===== config.mk =====
export PLATFORM = sky130hd
export DESIGN_NAME = ies_top
export DESIGN_NICKNAME = d
export VERILOG_FILES = /design/src/rtl/ies_pkg.sv /design/src/rtl/ies_top.sv /design/src/rtl/ies_summary_calc.sv
export VERILOG_INCLUDE_DIRS = /design/src /design/src/rtl
export SDC_FILE = /design/constraint.sdc
export NUM_CORES = 1
export LEC_CHECK = 0
export ABC_AREA = 1
export BUFFER_PORTS_ARGS = -buffer_cell sky130_fd_sc_hd__buf_2
export CAP_MARGIN = 10
export CORE_MARGIN = 2
export CORE_UTILIZATION = 52
export DETAILED_ROUTE_END_ITERATION = 16
export PLACE_DENSITY_LB_ADDON = 0.25
export SYNTH_ARGS = -nofsm -noshare
export SYNTH_HDL_FRONTEND = slang
export SYNTH_SLANG_ARGS = --single-unit

===== constraint.sdc =====
create_clock -name sys_clk -period 2.6 [get_ports sys_clk]
set_clock_uncertainty 0.05 [all_clocks]
set_input_delay 0.13 -clock sys_clk [delete_from_list [all_inputs] [get_ports sys_clk]]
set_output_delay 0.13 -clock sys_clk [all_outputs]
set_load 0.02 [all_outputs]

===== src/rtl/ies_params.svh =====
// Offsets, field positions, masks and reset values of the interrupt block
`ifndef IES_PARAMS_SVH
`define IES_PARAMS_SVH

`define IES_ADDR_W          4
`define IES_ADDR_ENABLE     4'h0
`define IES_ADDR_SUMMARY    4'h1
`define IES_ADDR_BASE       4'h2

`define IES_EXT_HI          38
`define IES_EXT_LO          33
`define IES_SERIAL_BIT      32
`define IES_CRD_BIT         31
`define IES_PERF_HI         30
`define IES_PERF_LO         29
`define IES_SW_HI           28
`define IES_SW_LO           14
`define IES_TRAP_EN_BIT     13
`define IES_MODE_HI         4
`define IES_MODE_LO         3
`define IES_USER_TRAP_BIT   10
`define IES_SUPER_TRAP_BIT  9
`define IES_EXEC_TRAP_BIT   4
`define IES_KERN_TRAP_BIT   3

`define IES_ENABLE_WMASK    64'h0000_007F_FFFF_E018
`define IES_BASE_WMASK      64'h0000_0FFF_FFFF_8000
`define IES_SUMMARY_MASK    64'h0000_007F_FFFF_C618
`define IES_ENABLE_RST      64'h0000_0000_0000_0000
`define IES_BASE_RST        64'h0000_0000_0000_0000

`endif


===== src/rtl/ies_pkg.sv =====
// Types shared by the interrupt enable and summary block
package ies_pkg;

  typedef logic [63:0] ies_word_t;

  typedef enum logic [1:0] {
    IES_KERNEL,
    IES_EXECUTIVE,
    IES_SUPERVISOR,
    IES_USER
  } ies_mode_e;

endpackage


===== src/rtl/ies_top.sv =====
// Interrupt enable, pending summary and firmware base registers
//
// What this block does
// - Read-write enables for all interrupt sources
// - Read-write two-bit current privilege mode field
// - Trap requests need global and per-mode enable
// - Read-only summary shows enabled pending requests
// - Low perf bit counter zero, high one
// - One trap pending bit per privilege mode
// - Trap bit needs current mode at least mode
// - New hardware request during summary read returns zeros
// - Lost request resignalled on return to native
// - Base bits 43:15 writable, rest read zero
// - Base clears on reset, survives wake, fault
`timescale 1ns/1ps
`default_nettype none
`include "ies_params.svh"

module ies_top (
  input  wire logic                         sys_clk,
  input  wire logic                         reset_n,
  input  wire logic [`IES_ADDR_W-1:0]       reg_addr,
  input  wire logic [63:0]                  reg_wdata,
  input  wire logic                         reg_wr,
  input  wire logic                         reg_rd,
  output logic      [63:0]                  reg_rdata,
  input  wire logic [5:0]                   ext_irq_req,
  input  wire logic                         serial_line_req,
  input  wire logic                         corrected_read_err_req,
  input  wire logic [1:0]                   perf_counter_req,
  input  wire logic [15:1]                  software_irq_req,
  input  wire logic [3:0]                   per_mode_trap_enables,
  input  wire logic [3:0]                   per_mode_trap_requests,
  input  wire logic                         fault_reset,
  input  wire logic                         native_mode_return,
  output logic                              core_irq,
  output logic                              hw_irq_resignal,
  output logic      [1:0]                   current_privilege_mode
);

  ////////////////////////////////////////////////////////////////////////
  // State

  ies_pkg::ies_word_t enable_reg;
  ies_pkg::ies_word_t enable_next;
  ies_pkg::ies_word_t base_reg;
  ies_pkg::ies_word_t base_next;
  ies_pkg::ies_word_t rdata_reg;
  ies_pkg::ies_word_t rdata_next;
  logic [9:0]         hw_req_prev_reg;
  logic [9:0]         hw_req_prev_next;
  logic               lost_reg;
  logic               lost_next;
  logic               resignal_reg;
  logic               resignal_next;
  logic               core_irq_reg;
  logic               core_irq_next;

  ies_pkg::ies_word_t summary_word;
  logic [9:0]         hw_req_now;
  logic               new_hw_req;
  logic               summary_read;
  logic               collision;
  logic               wr_enable;
  logic               wr_base;

  ////////////////////////////////////////////////////////////////////////
  // Pending summary

  ies_summary_calc u_summary (
    .enable_word            (enable_reg),
    .ext_irq_req            (ext_irq_req),
    .serial_line_req        (serial_line_req),
    .corrected_read_err_req (corrected_read_err_req),
    .perf_counter_req       (perf_counter_req),
    .software_irq_req       (software_irq_req),
    .per_mode_trap_enables  (per_mode_trap_enables),
    .per_mode_trap_requests (per_mode_trap_requests),
    .summary_word           (summary_word)
  );

  ////////////////////////////////////////////////////////////////////////
  // Decode and collision detection

  always_comb begin
    hw_req_now   = {ext_irq_req, serial_line_req, corrected_read_err_req,
                    perf_counter_req};
    new_hw_req   = |(hw_req_now & ~hw_req_prev_reg);
    summary_read = reg_rd && (reg_addr == `IES_ADDR_SUMMARY);
    collision    = summary_read && new_hw_req;
    wr_enable    = reg_wr && (reg_addr == `IES_ADDR_ENABLE);
    wr_base      = reg_wr && (reg_addr == `IES_ADDR_BASE);
  end

  ////////////////////////////////////////////////////////////////////////
  // Enable and mode register

  always_comb begin
    enable_next = enable_reg;
    if (fault_reset) begin
      enable_next = `IES_ENABLE_RST;
    end else if (wr_enable) begin
      enable_next = reg_wdata & `IES_ENABLE_WMASK;
    end
  end

  always_ff @(posedge sys_clk) begin
    if (!reset_n) begin
      enable_reg <= `IES_ENABLE_RST;
    end else begin
      enable_reg <= enable_next;
    end
  end

  ////////////////////////////////////////////////////////////////////////
  // Firmware base register, untouched by fault reset or wake-up

  always_comb begin
    base_next = base_reg;
    if (wr_base) begin
      base_next = reg_wdata & `IES_BASE_WMASK;
    end
  end

  always_ff @(posedge sys_clk) begin
    if (!reset_n) begin
      base_reg <= `IES_BASE_RST;
    end else begin
      base_reg <= base_next;
    end
  end

  ////////////////////////////////////////////////////////////////////////
  // Read data, one cycle after the strobe, zero otherwise

  always_comb begin
    rdata_next = 64'h0000_0000_0000_0000;
    if (reg_rd) begin
      unique case (reg_addr)
        `IES_ADDR_ENABLE:  rdata_next = enable_reg;
        `IES_ADDR_SUMMARY: begin
          rdata_next = collision ? 64'h0000_0000_0000_0000
                                 : summary_word;
        end
        `IES_ADDR_BASE:    rdata_next = base_reg;
        default:           rdata_next = 64'h0000_0000_0000_0000;
      endcase
    end
  end

  always_ff @(posedge sys_clk) begin
    if (!reset_n) begin
      rdata_reg <= 64'h0000_0000_0000_0000;
    end else begin
      rdata_reg <= rdata_next;
    end
  end

  ////////////////////////////////////////////////////////////////////////
  // Lost-request tracking and interrupt outputs

  always_comb begin
    hw_req_prev_next = hw_req_now;
    // A fresh collision wins over the clear by native return
    lost_next     = collision || (lost_reg && !native_mode_return);
    resignal_next = native_mode_return && lost_reg;
    core_irq_next = |summary_word;
  end

  always_ff @(posedge sys_clk) begin
    if (!reset_n) begin
      hw_req_prev_reg <= 10'h000;
      lost_reg        <= 1'b0;
      resignal_reg    <= 1'b0;
      core_irq_reg    <= 1'b0;
    end else begin
      hw_req_prev_reg <= hw_req_prev_next;
      lost_reg        <= lost_next;
      resignal_reg    <= resignal_next;
      core_irq_reg    <= core_irq_next;
    end
  end

  assign reg_rdata              = rdata_reg;
  assign core_irq               = core_irq_reg;
  assign hw_irq_resignal        = resignal_reg;
  assign current_privilege_mode = enable_reg[`IES_MODE_HI:`IES_MODE_LO];
endmodule
`default_nettype wire


===== src/rtl/ies_summary_calc.sv =====
// Combinational pending summary word from enables and requests
`timescale 1ns/1ps
`default_nettype none
`include "ies_params.svh"

module ies_summary_calc (
  input  wire logic              [63:0] enable_word,
  input  wire logic              [5:0]  ext_irq_req,
  input  wire logic                     serial_line_req,
  input  wire logic                     corrected_read_err_req,
  input  wire logic              [1:0]  perf_counter_req,
  input  wire logic              [15:1] software_irq_req,
  input  wire logic              [3:0]  per_mode_trap_enables,
  input  wire logic              [3:0]  per_mode_trap_requests,
  output ies_pkg::ies_word_t            summary_word
);

  // Current mode at or above the given mode's encoding
  function automatic logic mode_at_least(input logic [1:0] cur,
                                         input ies_pkg::ies_mode_e m);
    mode_at_least = (cur >= m);
  endfunction

  // One trap bit: global enable, mode enable, mode request, mode check
  function automatic logic trap_pending(input logic [63:0] en,
                                        input logic [3:0] ten,
                                        input logic [3:0] treq,
                                        input ies_pkg::ies_mode_e m);
    trap_pending = en[`IES_TRAP_EN_BIT] & ten[m] & treq[m]
                 & mode_at_least(en[`IES_MODE_HI:`IES_MODE_LO], m);
  endfunction

  always_comb begin
    summary_word = 64'h0000_0000_0000_0000;
    summary_word[`IES_EXT_HI:`IES_EXT_LO] =
      ext_irq_req & enable_word[`IES_EXT_HI:`IES_EXT_LO];
    summary_word[`IES_SERIAL_BIT] =
      serial_line_req & enable_word[`IES_SERIAL_BIT];
    summary_word[`IES_CRD_BIT] =
      corrected_read_err_req & enable_word[`IES_CRD_BIT];
    // Lower bit is counter zero, upper bit counter one
    summary_word[`IES_PERF_HI:`IES_PERF_LO] =
      perf_counter_req & enable_word[`IES_PERF_HI:`IES_PERF_LO];
    summary_word[`IES_SW_HI:`IES_SW_LO] =
      software_irq_req & enable_word[`IES_SW_HI:`IES_SW_LO];
    summary_word[`IES_USER_TRAP_BIT] = trap_pending(enable_word,
      per_mode_trap_enables, per_mode_trap_requests, ies_pkg::IES_USER);
    summary_word[`IES_SUPER_TRAP_BIT] = trap_pending(enable_word,
      per_mode_trap_enables, per_mode_trap_requests,
      ies_pkg::IES_SUPERVISOR);
    summary_word[`IES_EXEC_TRAP_BIT] = trap_pending(enable_word,
      per_mode_trap_enables, per_mode_trap_requests,
      ies_pkg::IES_EXECUTIVE);
    summary_word[`IES_KERN_TRAP_BIT] = trap_pending(enable_word,
      per_mode_trap_enables, per_mode_trap_requests, ies_pkg::IES_KERNEL);
  end

endmodule
`default_nettype wire


## After elaboration in Yosys (flattened, before gate mapping)

Cells that the tools add are included.

- Register bits: 134
- Input bits: 107
- Logic and storage cells: 48

- Magnitude comparators: 4
- Equality and inequality tests: 2
- Multiplexer cells: 2
- Bitwise gates (word level): 20
- Reduce and logical (&&, ||, !) cells: 13

Operators by type and width:

| operator | count |
|---|---|
| 44-bit one-hot mux with 3 select lines | 1 |
| 39-bit two-way mux | 1 |
| 29-bit OR reduction | 1 |
| 15-bit AND | 1 |
| 1-bit AND | 14 |
| 10-bit AND | 1 |
| 10-bit inverter | 1 |
| 10-bit OR reduction | 1 |
| 6-bit AND | 1 |
| 1-bit logical AND | 6 |
| 4-bit by 1-bit equality test with 1-bit output (second input constant) | 1 |
| 4-bit by 2-bit equality test with 1-bit output (second input constant) | 1 |
| 2-bit by 1-bit greater-or-equal comparator with 1-bit output (second input constant) | 2 |
| 2-bit greater-or-equal comparator (second input constant) | 2 |
| 4-bit zero test | 1 |
| 2-bit AND | 1 |
| 2-bit AND reduction | 1 |
| 2-bit OR reduction | 1 |
| 1-bit zero test | 1 |
| 1-bit logical OR | 1 |
| 1-bit inverter | 1 |

## Depth between registers and ports, before layout

Gate-level depths: netlist of the first run.

- Word-level depth: 6
- Mapped depth: 9
- Depth with buffers taken out: 8

## Modules after synthesis

A second synthesis of the first run with hierarchy kept.

- Cells, all modules: 798
- Area total of the unflattened synthesis: 5793.1 um^2

Modules (own cells, without submodules):

| module | times used | cells an instance | area each (um^2) | seq. area each (um^2) |
|---|---|---|---|---|
| ies_top | 1 | 700 | 5291.3 | 2682.6 |
| ies_summary_calc | 1 | 98 | 501.7 | 0.0 |

## Worst setup path after synthesis of the first run

No wires, ideal clock.

- Kind: register -> register
- From: register hw_req_prev_reg[5]
- To: register rdata_reg[30], in the netlist reg_rdata[30]
- Library setup time: 70 ps
- Arrival: 1007 ps
- Path slack: 1472 ps
- Cell stages (with the launch flop): 10
- Buffers on the path: 1
- Path through: dfxtp_1 -> inv_1 -> nand2_1 -> nand2_1 -> nor2_1 -> nand3_1 -> nand2_4 -> buf_6 -> nand2_1 -> a21oi_1

- Word-level cells in the longest chain between the ends: 6

Ends and longest elaborated chain:

| item | RTL line | RTL |
|---|---|---|
| start, declared | ies_top.sv:50 | `logic [9:0] hw_req_prev_reg;` |
| start signal, assigned | ies_top.sv:177 | `hw_req_prev_reg <= hw_req_prev_next;` |
| 10-bit inverter | ies_top.sv:88 | `new_hw_req = \|(hw_req_now & ~hw_req_prev_reg);` |
| 10-bit AND | ies_top.sv:88 |  |
| 10-bit OR reduction | ies_top.sv:88 |  |
| 1-bit logical AND | ies_top.sv:90 | `collision = summary_read && new_hw_req;` |
| 39-bit two-way mux | ies_top.sv:142 | `rdata_next = collision ? 64'h0000_0000_0000_0000` |
| 44-bit one-hot mux with 3 select lines | ies_top.sv:139 | `unique case (reg_addr)` |
| end signal, assigned | ies_top.sv:155 | `rdata_reg <= rdata_next;` |
| end, declared | ies_top.sv:48 | `ies_pkg::ies_word_t rdata_reg;` |

Every way passes these cells.
A chain may end at the register's enable or synchronous reset.

## Worst setup path after layout of the first run

- From: input ext_irq_req[1]
- To: register rdata_reg[29], in the netlist reg_rdata[29]

- Word-level cells in the longest chain between the ends: 5

Ends and longest elaborated chain:

| item | RTL line | RTL |
|---|---|---|
| start, declared | ies_top.sv:27 | `input wire logic [5:0] ext_irq_req,` |
| 10-bit AND | ies_top.sv:88 |  |
| 10-bit OR reduction | ies_top.sv:88 |  |
| 1-bit logical AND | ies_top.sv:90 |  |
| 39-bit two-way mux | ies_top.sv:142 |  |
| 44-bit one-hot mux with 3 select lines | ies_top.sv:139 |  |

Every way passes these cells.

==> reports/qor.yml, run 1 <==
run_status:
  status: "completed"
finish:
  area_delta_synth_final_pct: 16.6
  drive_gt1_frac: 0.204
  largest_reg_flops: 35
  nets: 819
  antenna_cells: 0
drt:
  ant_nets: 0
  drcViolationCount: 0
  avgRoutedWirePerCell_um: 13.1
  dr.pass1.iters: 5
  dr_total_vias: 4036
  drt-total-wl_um: 10800
  drt_iter0_markers: 219
  drt-vias-per-instance: 4.92
setup_path:
  critical_path_arrival_ns: 1.78
  critPathMaxFanout: 28
  endpoint_kind: "flop"
  crit_type: "input port to flop"
  cp.required_ns: 2.81
  start_kind: "input port"
worst_hold_path:
  hold_path.class: "input port to flop"
grt:
  gr-total-overflow: 0
  grt_pass1_wl_um: 17500
  grt_max_degree: 59
  grt_use_total: 0.225
  grt_pass1_vias: 3778
  grt_antenna_before_repair: 0
cts:
  post-cts-setup-buffer-count: 0
  clock_latency_ns: 0.36
  cts_buffers: 9
  cts_resized: 0
  cts_tree: "built"
  h-tree-depth: 3
  cts.path.max_buffers: 2
  cts_root_buffer: "clkbuf_8"
  hold_buffers: 14
  clkTransAtPathRegs_ns: 0.08
  cts_sinks: 105
die:
  die_h_um: 97.1
  core_area_mm2: 0.00830
  fp.dieArea_mm2: 0.00942
  dieWidth_um: 97.1
  ios: 175
  rows: 33
  initial_core_util: 0.543
yosys:
  synth_edf_count: 0
  synth_seq_cells: 105
  synth_cell_types: 28
  syn_inst: 602
  syn-cell-area_mm2: 0.00450
  syn_avg_cell_area_um2: 7.48
  ys_seq_area_frac: 0.467
  ys.flop_type: "dfxtp_1"
  synth.yosys.warnings: 0
  synthArstFlopShare: 0
sta:
  hold_viol: 0
  fin_crit_ns: 1.57
  rsz0062_at_grt: "no"
  tightest_slew_ns: 0.729
  report.final.slew_viol_count: 0
  maxSlewHeadroom: 0.513
  max_freq_mhz: 639
  setup_viol: 0
  period_share: 0.602
  timing.setup.tns_ns: 0
placement:
  routabilityCongestion: 0.811
  io_buffers: 114
  hpwlAfterDp_um: 7010
flow_run:
  max-cap-violations: 0
power_and_ir_drop:
  p_per_area_mw_per_mm2: 553
  p_leak_nw: 2.24
  fin_total_pwr_mw: 2.90
  ir_worst_vdd_uv: 268
[layout by cell type (no fill, tap or decap), types with 14 or more instances in the layout]
| cell type | n |
|---|---|
| nor2_1 | 39 |
| buf_2 | 114 |
| conb_1 | 29 |
| inv_1 | 107 |
| o21ai_0 | 46 |
| dlygate4sd3_1 | 14 |
| o22ai_1 | 24 |
| dfxtp_1 | 105 |
| nand2_1 | 92 |
| a21oi_1 | 84 |
[layer usage]
metal | part of all wire | global-route usage
met5 | 0 | 0
met2 | 0.47 | 0.382
met4 | 0.016 | 0.0737
met3 | 0.073 | 0.0374
met1 | 0.44 | 0.292
[layout make-up]
class / instances / area, um^2
Tap cell: 105 / 131
Multi-Input combinational cell: 354 / 1670
Clock inverter: 3 / 40.0
Sequential cell: 105 / 2100
Inverter: 109 / 409
Timing Repair Buffer: 133 / 748
Clock buffer: 12 / 155
Fill cell: 739 / 3050
[path summary, 6_finish.rpt]
kind / to / cells after the start / start / slack [ns]
max: reg_rdata[29] / 9 / ext_irq_req[1] / 1.03
min: enable_reg[30] / 3 / reg_wdata[30] / 0.009
max reg2reg: reg_rdata[29] / 8 / hw_req_prev_reg[4] / 1.13
min reg2reg: reg_rdata[42] / 2 / base_reg[42] / 0.40
[synth_stat cells (all sizes together), types with 5 or more instances]
master  instances  area share
o21ai          58       0.064
clkbuf         13       0.011
nand4           6      0.0097
nand3           5      0.0067
nor3            6      0.0067
o22ai          25       0.036
nand2          96       0.084
a21oi          84       0.093
buf            49       0.084
nor2           43       0.041
inv           109       0.091
dfxtp         105        0.47
[critical path, stage by stage]
cell	delay, ns
dlygate4sd3_1	0.54
buf_2	0.14
nand2_1	0.06
nand2_1	0.05
nor2_1	0.13
nand3_1	0.16
nand2_4	0.32
nand2_1	0.09
a21oi_1	0.16
[cells by family after synthesis]
kind of cell / Yosys count / share of synthesized area
buffers and inverters: 171 / 0.186
AOI/OAI and AO/OA: 167 / 0.194
and+or+nand+nor: 158 / 0.152
DFF: 105 / 0.467
other: 1 / 0.000833
[power by group]
part	total, mW	switching (mW)	internal (mW)
combinational	0.255	0.165	0.0898
clock	1.01	0.522	0.491
sequential	1.64	0.00675	1.63
total	2.90	0.694	2.21
[through the flow]
step	worst slack (ns)	util	hold slack, ns	instances	area, um^2
finish	1.03	0.633	0.00898	821	5250
global route	0.905	0.633	0.0189	821	5250
CTS	1.03	0.633	0.00144	821	5250
detailed placement	0.882	0.592	0.294	792	4920
global placement	0.895	0.592	0.291	792	4920
floorplan	1.47	-	0.173	630	4610
(Power assumes the default switching activity.)
==> inputs of run 2 (changes only) <==
--- a/config.mk
+++ b/config.mk
@@ -10,7 +10,7 @@
 export BUFFER_PORTS_ARGS = -buffer_cell sky130_fd_sc_hd__buf_2
 export CAP_MARGIN = 10
 export CORE_MARGIN = 2
-export CORE_UTILIZATION = 52
+export CORE_UTILIZATION = 44
 export DETAILED_ROUTE_END_ITERATION = 16
 export PLACE_DENSITY_LB_ADDON = 0.25
 export SYNTH_ARGS = -nofsm -noshare
==> constraint.sdc (replaced) <==
create_clock -name sys_clk -period 1.3 [get_ports sys_clk]
set_clock_uncertainty 0.05 [all_clocks]
set_input_delay 0.065 -clock sys_clk [delete_from_list [all_inputs] [get_ports sys_clk]]
set_output_delay 0.065 -clock sys_clk [all_outputs]
set_load 0.02 [all_outputs]
==> run 2 against run 1 <==
Against the previous run: the run now ends with setup timing left; cell area grew 13%; hold slack better by 0.0012 ns; highest routed layer unchanged; critical path depth is the same; largest power group unchanged; global-route usage shrank 0.43 points; setup slack lost 1.0 ns; via count increased by 6.6%; flip-flop and latch count is the same; sequential share of layout area fell by 4.6 points; first-iteration DRC count shrank 13%; register-to-register slack worse by 1.1 ns.
==> reports/qor.yml, run 2 (synthesized netlist as in run 1, its figures left out) <==
sta:
  hold_viol: 0
  worst_slack_ns: -0.00971
  timing.setup.tns_ns: -0.0151
  whs_ns: 0.0102
  period_share: 1.01
  rsz0062_at_grt: "yes"
  report.final.slew_viol_count: 0
  max_freq_mhz: 764
  fin_crit_ns: 1.31
  setup_viol: 3
drt:
  drcViolationCount: 0
  drt-total-wl_um: 12300
  dr_total_vias: 4302
  drt_iter0_markers: 190
  ant_nets: 0
  avgRoutedWirePerCell_um: 13.7
  dr.pass1.iters: 4
  drt-vias-per-instance: 4.79
setup_path:
  crit_buf_inv: 2
  critPathMaxStageDelay_ns: 0.33
  crit_top_cell: "nand2_1"
  cp_slowest_cell: "dfxtp_1"
  critical_path_arrival_ns: 1.56
  critPathMaxFanout: 14
  crit_type: "flop to flop"
  endpoint_kind: "flop"
  worstPathCellList: "inv_1 -> nand2_1 -> nand2_1 -> nor2_1 -> nand3_2 -> nand2_4 -> buf_12 -> nand2_1 -> a21oi_2"
  start_kind: "flop"
  cp.required_ns: 1.55
  path_delay_family: "simple AND/OR/NAND/NOR gates"
power_and_ir_drop:
  p_leak_nw: 2.50
  fin_total_pwr_mw: 6.17
  p_per_area_mw_per_mm2: 1040
  ir_worst_vdd_uv: 789
placement:
  hpwlAfterDp_um: 7750
  numPlacedInstances: 830
  dpl_cell_area_mm2: 0.00509
  routabilityCongestion: 0.785
  io_buffers: 114
  dp_slack_ns: -0.0168
die:
  die_h_um: 105
  rows: 36
  dieWidth_um: 105
  fp.dieArea_mm2: 0.0111
  core_area_mm2: 0.00986
  ios: 175
  initial_core_util: 0.456
finish:
  drive_gt1_frac: 0.247
  stdcell_count: 898
  area_delta_synth_final_pct: 32.1
  final_common_cell: "buf_2"
  largest_reg_flops: 35
  final_util: 0.603
  fill_cells: 901
  design_area_mm2: 0.00595
  nets: 867
  layout_common_cells: "114 x buf_2, 104 x inv_1, 102 x dfxtp_1"
  antenna_cells: 0
cts:
  clock_latency_ns: 0.37
  clkTransAtPathRegs_ns: 0.10
  cts_buffers: 9
  cts_sinks: 105
  cts_tree: "built"
  h-tree-depth: 3
  cts_root_buffer: "clkbuf_8"
  cts.path.max_buffers: 2
grt:
  grt_pass1_wl_um: 19500
  grt_max_degree: 59
  grt_pass1_vias: 4069
  grt_use_total: 0.221
  gr-total-overflow: 0
  grt_antenna_before_repair: 0
run_status:
  violations: "setup timing"
  status: "complete, but fails checks"
flow_run:
  max-cap-violations: 0
worst_hold_path:
  hold_path.class: "input port to flop"
run 2: cell count changes in the layout (fill, tap and decap cells not counted), sizes merged:
| cell | delta |
|---|---|
| dlygate4sd3 | +37 |
| buf | +10 |
| bufinv | +1 |
| clkinv | +1 |
run 2: tightest hold or removal path, stage by stage:
cell     delay, ns
buf_2         0.10
nand2_1       0.07
nor2_1        0.04
nand2_1       0.05
a21oi_1       0.05
run 2: final timing paths:
check / start / end / slack (ns) / cells after the start
max: hw_req_prev_reg[3] / reg_rdata[37] / -0.01 / 9
min: software_irq_req[4] / reg_rdata[17] / 0.01 / 5
max reg2reg: hw_req_prev_reg[3] / reg_rdata[37] / -0.01 / 9
min reg2reg: base_reg[41] / reg_rdata[41] / 0.40 / 2
run 2: final cells by class:
cell class | instances | area (um^2) | area share
clock buffer | 11 | 141 | 0.0238
clock inverter | 5 | 78.8 | 0.0132
inverter | 109 | 409 | 0.0688
multi-input combinational | 354 | 1760 | 0.296
sequential | 105 | 2110 | 0.354
tap | 133 | 166 | 0.0280
timing repair buffer | 181 | 1290 | 0.217
run 2: power by group:
group	switching [mW]	internal, mW	total (mW)
registers	0.0144	3.26	3.28
logic	0.371	0.279	0.651
clock network	1.11	1.14	2.24
run 2: timing repair:
item                                    CTS  global route
gates resized for setup                   3            34
cloned                                    0             1
pin swaps                                 0             6
hold endpoints to repair                 73             0
endpoints found under the setup margin    6            36
hold buffers                             51             0
setup buffers                             0             0
run 2: routing by layer:
layer	up-vias	global-route usage	wire length (um)
met3	19	0.0362	699
met5	-	0	0
met1	1988	0.276	5500
met2	143	0.383	5870
li1	2152	-	-
met4	0	0.0771	223
==> inputs of run 3 (changes only) <==
--- a/config.mk
+++ b/config.mk
@@ -12,7 +12,7 @@
 export CORE_MARGIN = 2
 export CORE_UTILIZATION = 44
 export DETAILED_ROUTE_END_ITERATION = 16
-export PLACE_DENSITY_LB_ADDON = 0.25
+export PLACE_DENSITY = 0.76
 export SYNTH_ARGS = -nofsm -noshare
 export SYNTH_HDL_FRONTEND = slang
 export SYNTH_SLANG_ARGS = --single-unit
==> run 3 against run 2 <==
Against the previous run: the flow still finishes with violations (setup timing); setup slack worse by 0.047 ns; critical path depth grew 1; first-iteration DRC count grew 48%; final cell count is 0.33% higher; fmax is 3.4% lower; flip-flop and latch count unchanged; hold slack better by 0.0065 ns; sequential power about the same; clock power is 10% lower; register-to-register slack got worse by 0.03 ns; core utilization up 0.11 points; critical endpoint is now reg_rdata[31]; largest cell class unchanged; highest routed layer unchanged.
==> reports/qor.yml, run 3 (synthesized netlist as in run 1, its figures left out) <==
grt:
  grt_pass1_wl_um: 19500
  grt_antenna_before_repair: 0
  grt_pass1_vias: 4238
  gr-total-overflow: 0
  grt_use_total: 0.221
  grt_max_degree: 37
power_and_ir_drop:
  ir_worst_vdd_uv: 492
  fin_total_pwr_mw: 5.95
  power_frac_clock: 0.339
  p_leak_nw: 2.49
  netSwitchingFraction: 0.253
  power_frac_seq: 0.551
  p_per_area_mw_per_mm2: 997
  p_int_mw: 4.44
  switchingPower_mw: 1.50
  p_comb_frac: 0.110
finish:
  register_area_mm2: 0.00211
  layout_common_cells: "113 x buf_2, 105 x inv_1, 102 x dfxtp_1"
  antenna_cells: 0
  nets: 870
  design_area_mm2: 0.00596
  drive_gt1_frac: 0.257
  fill_cells: 857
  stdcell_count: 901
  area_delta_synth_final_pct: 32.4
  largest_reg_flops: 35
  final_common_cell: "buf_2"
  multi_input_area_mm2: 0.00179
  final_util: 0.604
setup_path:
  critPathMaxFanout: 8
  start_kind: "input port"
  cp.required_ns: 1.54
  r2r_cells: 9
  critical_path_arrival_ns: 1.60
  crit_type: "input port to flop"
  endpoint_kind: "flop"
cts:
  cts_buffers: 9
  clkTransAtPathRegs_ns: 0.10
  clock_latency_ns: 0.37
  cts_root_buffer: "clkbuf_8"
  post-cts-setup-buffer-count: 0
  cts.path.max_buffers: 2
  h-tree-depth: 3
  cts_tree: "built"
  cts_sinks: 105
die:
  rows: 36
  dieWidth_um: 105
  core_area_mm2: 0.00986
  fp.dieArea_mm2: 0.0111
  ios: 175
  die_h_um: 105
  initial_core_util: 0.456
drt:
  drt_iter0_markers: 282
  drt-total-wl_um: 12400
  drcViolationCount: 0
  drt-vias-per-instance: 4.90
  avgRoutedWirePerCell_um: 13.8
  ant_nets: 0
  dr_total_vias: 4412
  dr.pass1.iters: 5
flow_run:
  max-cap-violations: 0
placement:
  routabilityCongestion: 0.808
  dpl_cell_area_mm2: 0.00510
  io_buffers: 114
  numPlacedInstances: 833
  dp_slack_ns: -0.0243
  hpwlAfterDp_um: 8140
worst_hold_path:
  min_path_cells: 5
  hold_path.class: "input port to flop"
sta:
  rsz0062_at_grt: "yes"
  hold_viol: 0
  report.final.slew_viol_count: 0
  whs_ns: 0.0167
  period_share: 1.04
  max_freq_mhz: 737
  fin_crit_ns: 1.36
  worst_slack_ns: -0.0563
  setup_viol: 17
  timing.setup.tns_ns: -0.474
run_status:
  status: "complete, but fails checks"
  violations: "setup timing"
-- run 3: cell count changes in the layout (fill, tap and decap cells not counted), moves of 2 or more --
cell	previous run	this run
a21oi_1	73	66
a21oi_2	11	18
buf_4	9	14
inv_6	0	2
-- run 3: worst paths after layout --
| kind | to | from | slack (ns) |
|---|---|---|---|
| max reg2reg | reg_rdata[31] | hw_req_prev_reg[6] | -0.04 |
| min reg2reg | reg_rdata[40] | base_reg[40] | 0.39 |
| max | reg_rdata[31] | perf_counter_req[1] | -0.06 |
| min | reg_rdata[18] | software_irq_req[5] | 0.02 |
-- run 3: area by class of cell --
class | instances | share of cell area
Inverter | 109 | 0.0686
Clock inverter | 6 | 0.0109
Sequential cell | 105 | 0.353
Timing Repair Buffer | 184 | 0.217
Clock buffer | 10 | 0.0214
Tap cell | 133 | 0.0279
Multi-Input combinational cell | 354 | 0.301
-- run 3: power by group through the flow --
stage	combinational (mW)	sequential, mW	clock, mW
2_1_floorplan	0.350	3.35	0
3_3_place_gp	0.498	3.35	0
3_5_place_dp	0.507	3.35	0
4_1_cts	0.631	3.28	2.06
5_1_grt	0.714	3.28	2.18
6_report	0.655	3.28	2.01
-- run 3: layer usage --
layer,wire length (um),part of all wire,global-route usage,vias to the layer above
met2,6090,0.49,0.384,190
met5,0,0,0,-
met3,824,0.066,0.0418,29
li1,-,-,-,2162
met4,306,0.025,0.0962,0
met1,5210,0.42,0.265,2031
-- run 3: what timing repair did --
item / in CTS / in global routing
setup endpoints to repair: 13 / 29
hold buffers: 52 / 0
pin swaps: 1 / 12
endpoints found under the hold margin: 74 / 0
gates resized for setup: 3 / 38
cloned: 0 / 1
-- run 3: worst max-delay path, stage by stage --
cell           delay [ns]
dlygate4sd3_1        0.54
buf_2                0.14
nand2_1              0.06
nand2_1              0.05
nor2_2               0.11
nand3_2              0.12
nand2_4              0.14
clkbuf_16            0.19
nand2_4              0.05
a21oi_2              0.13
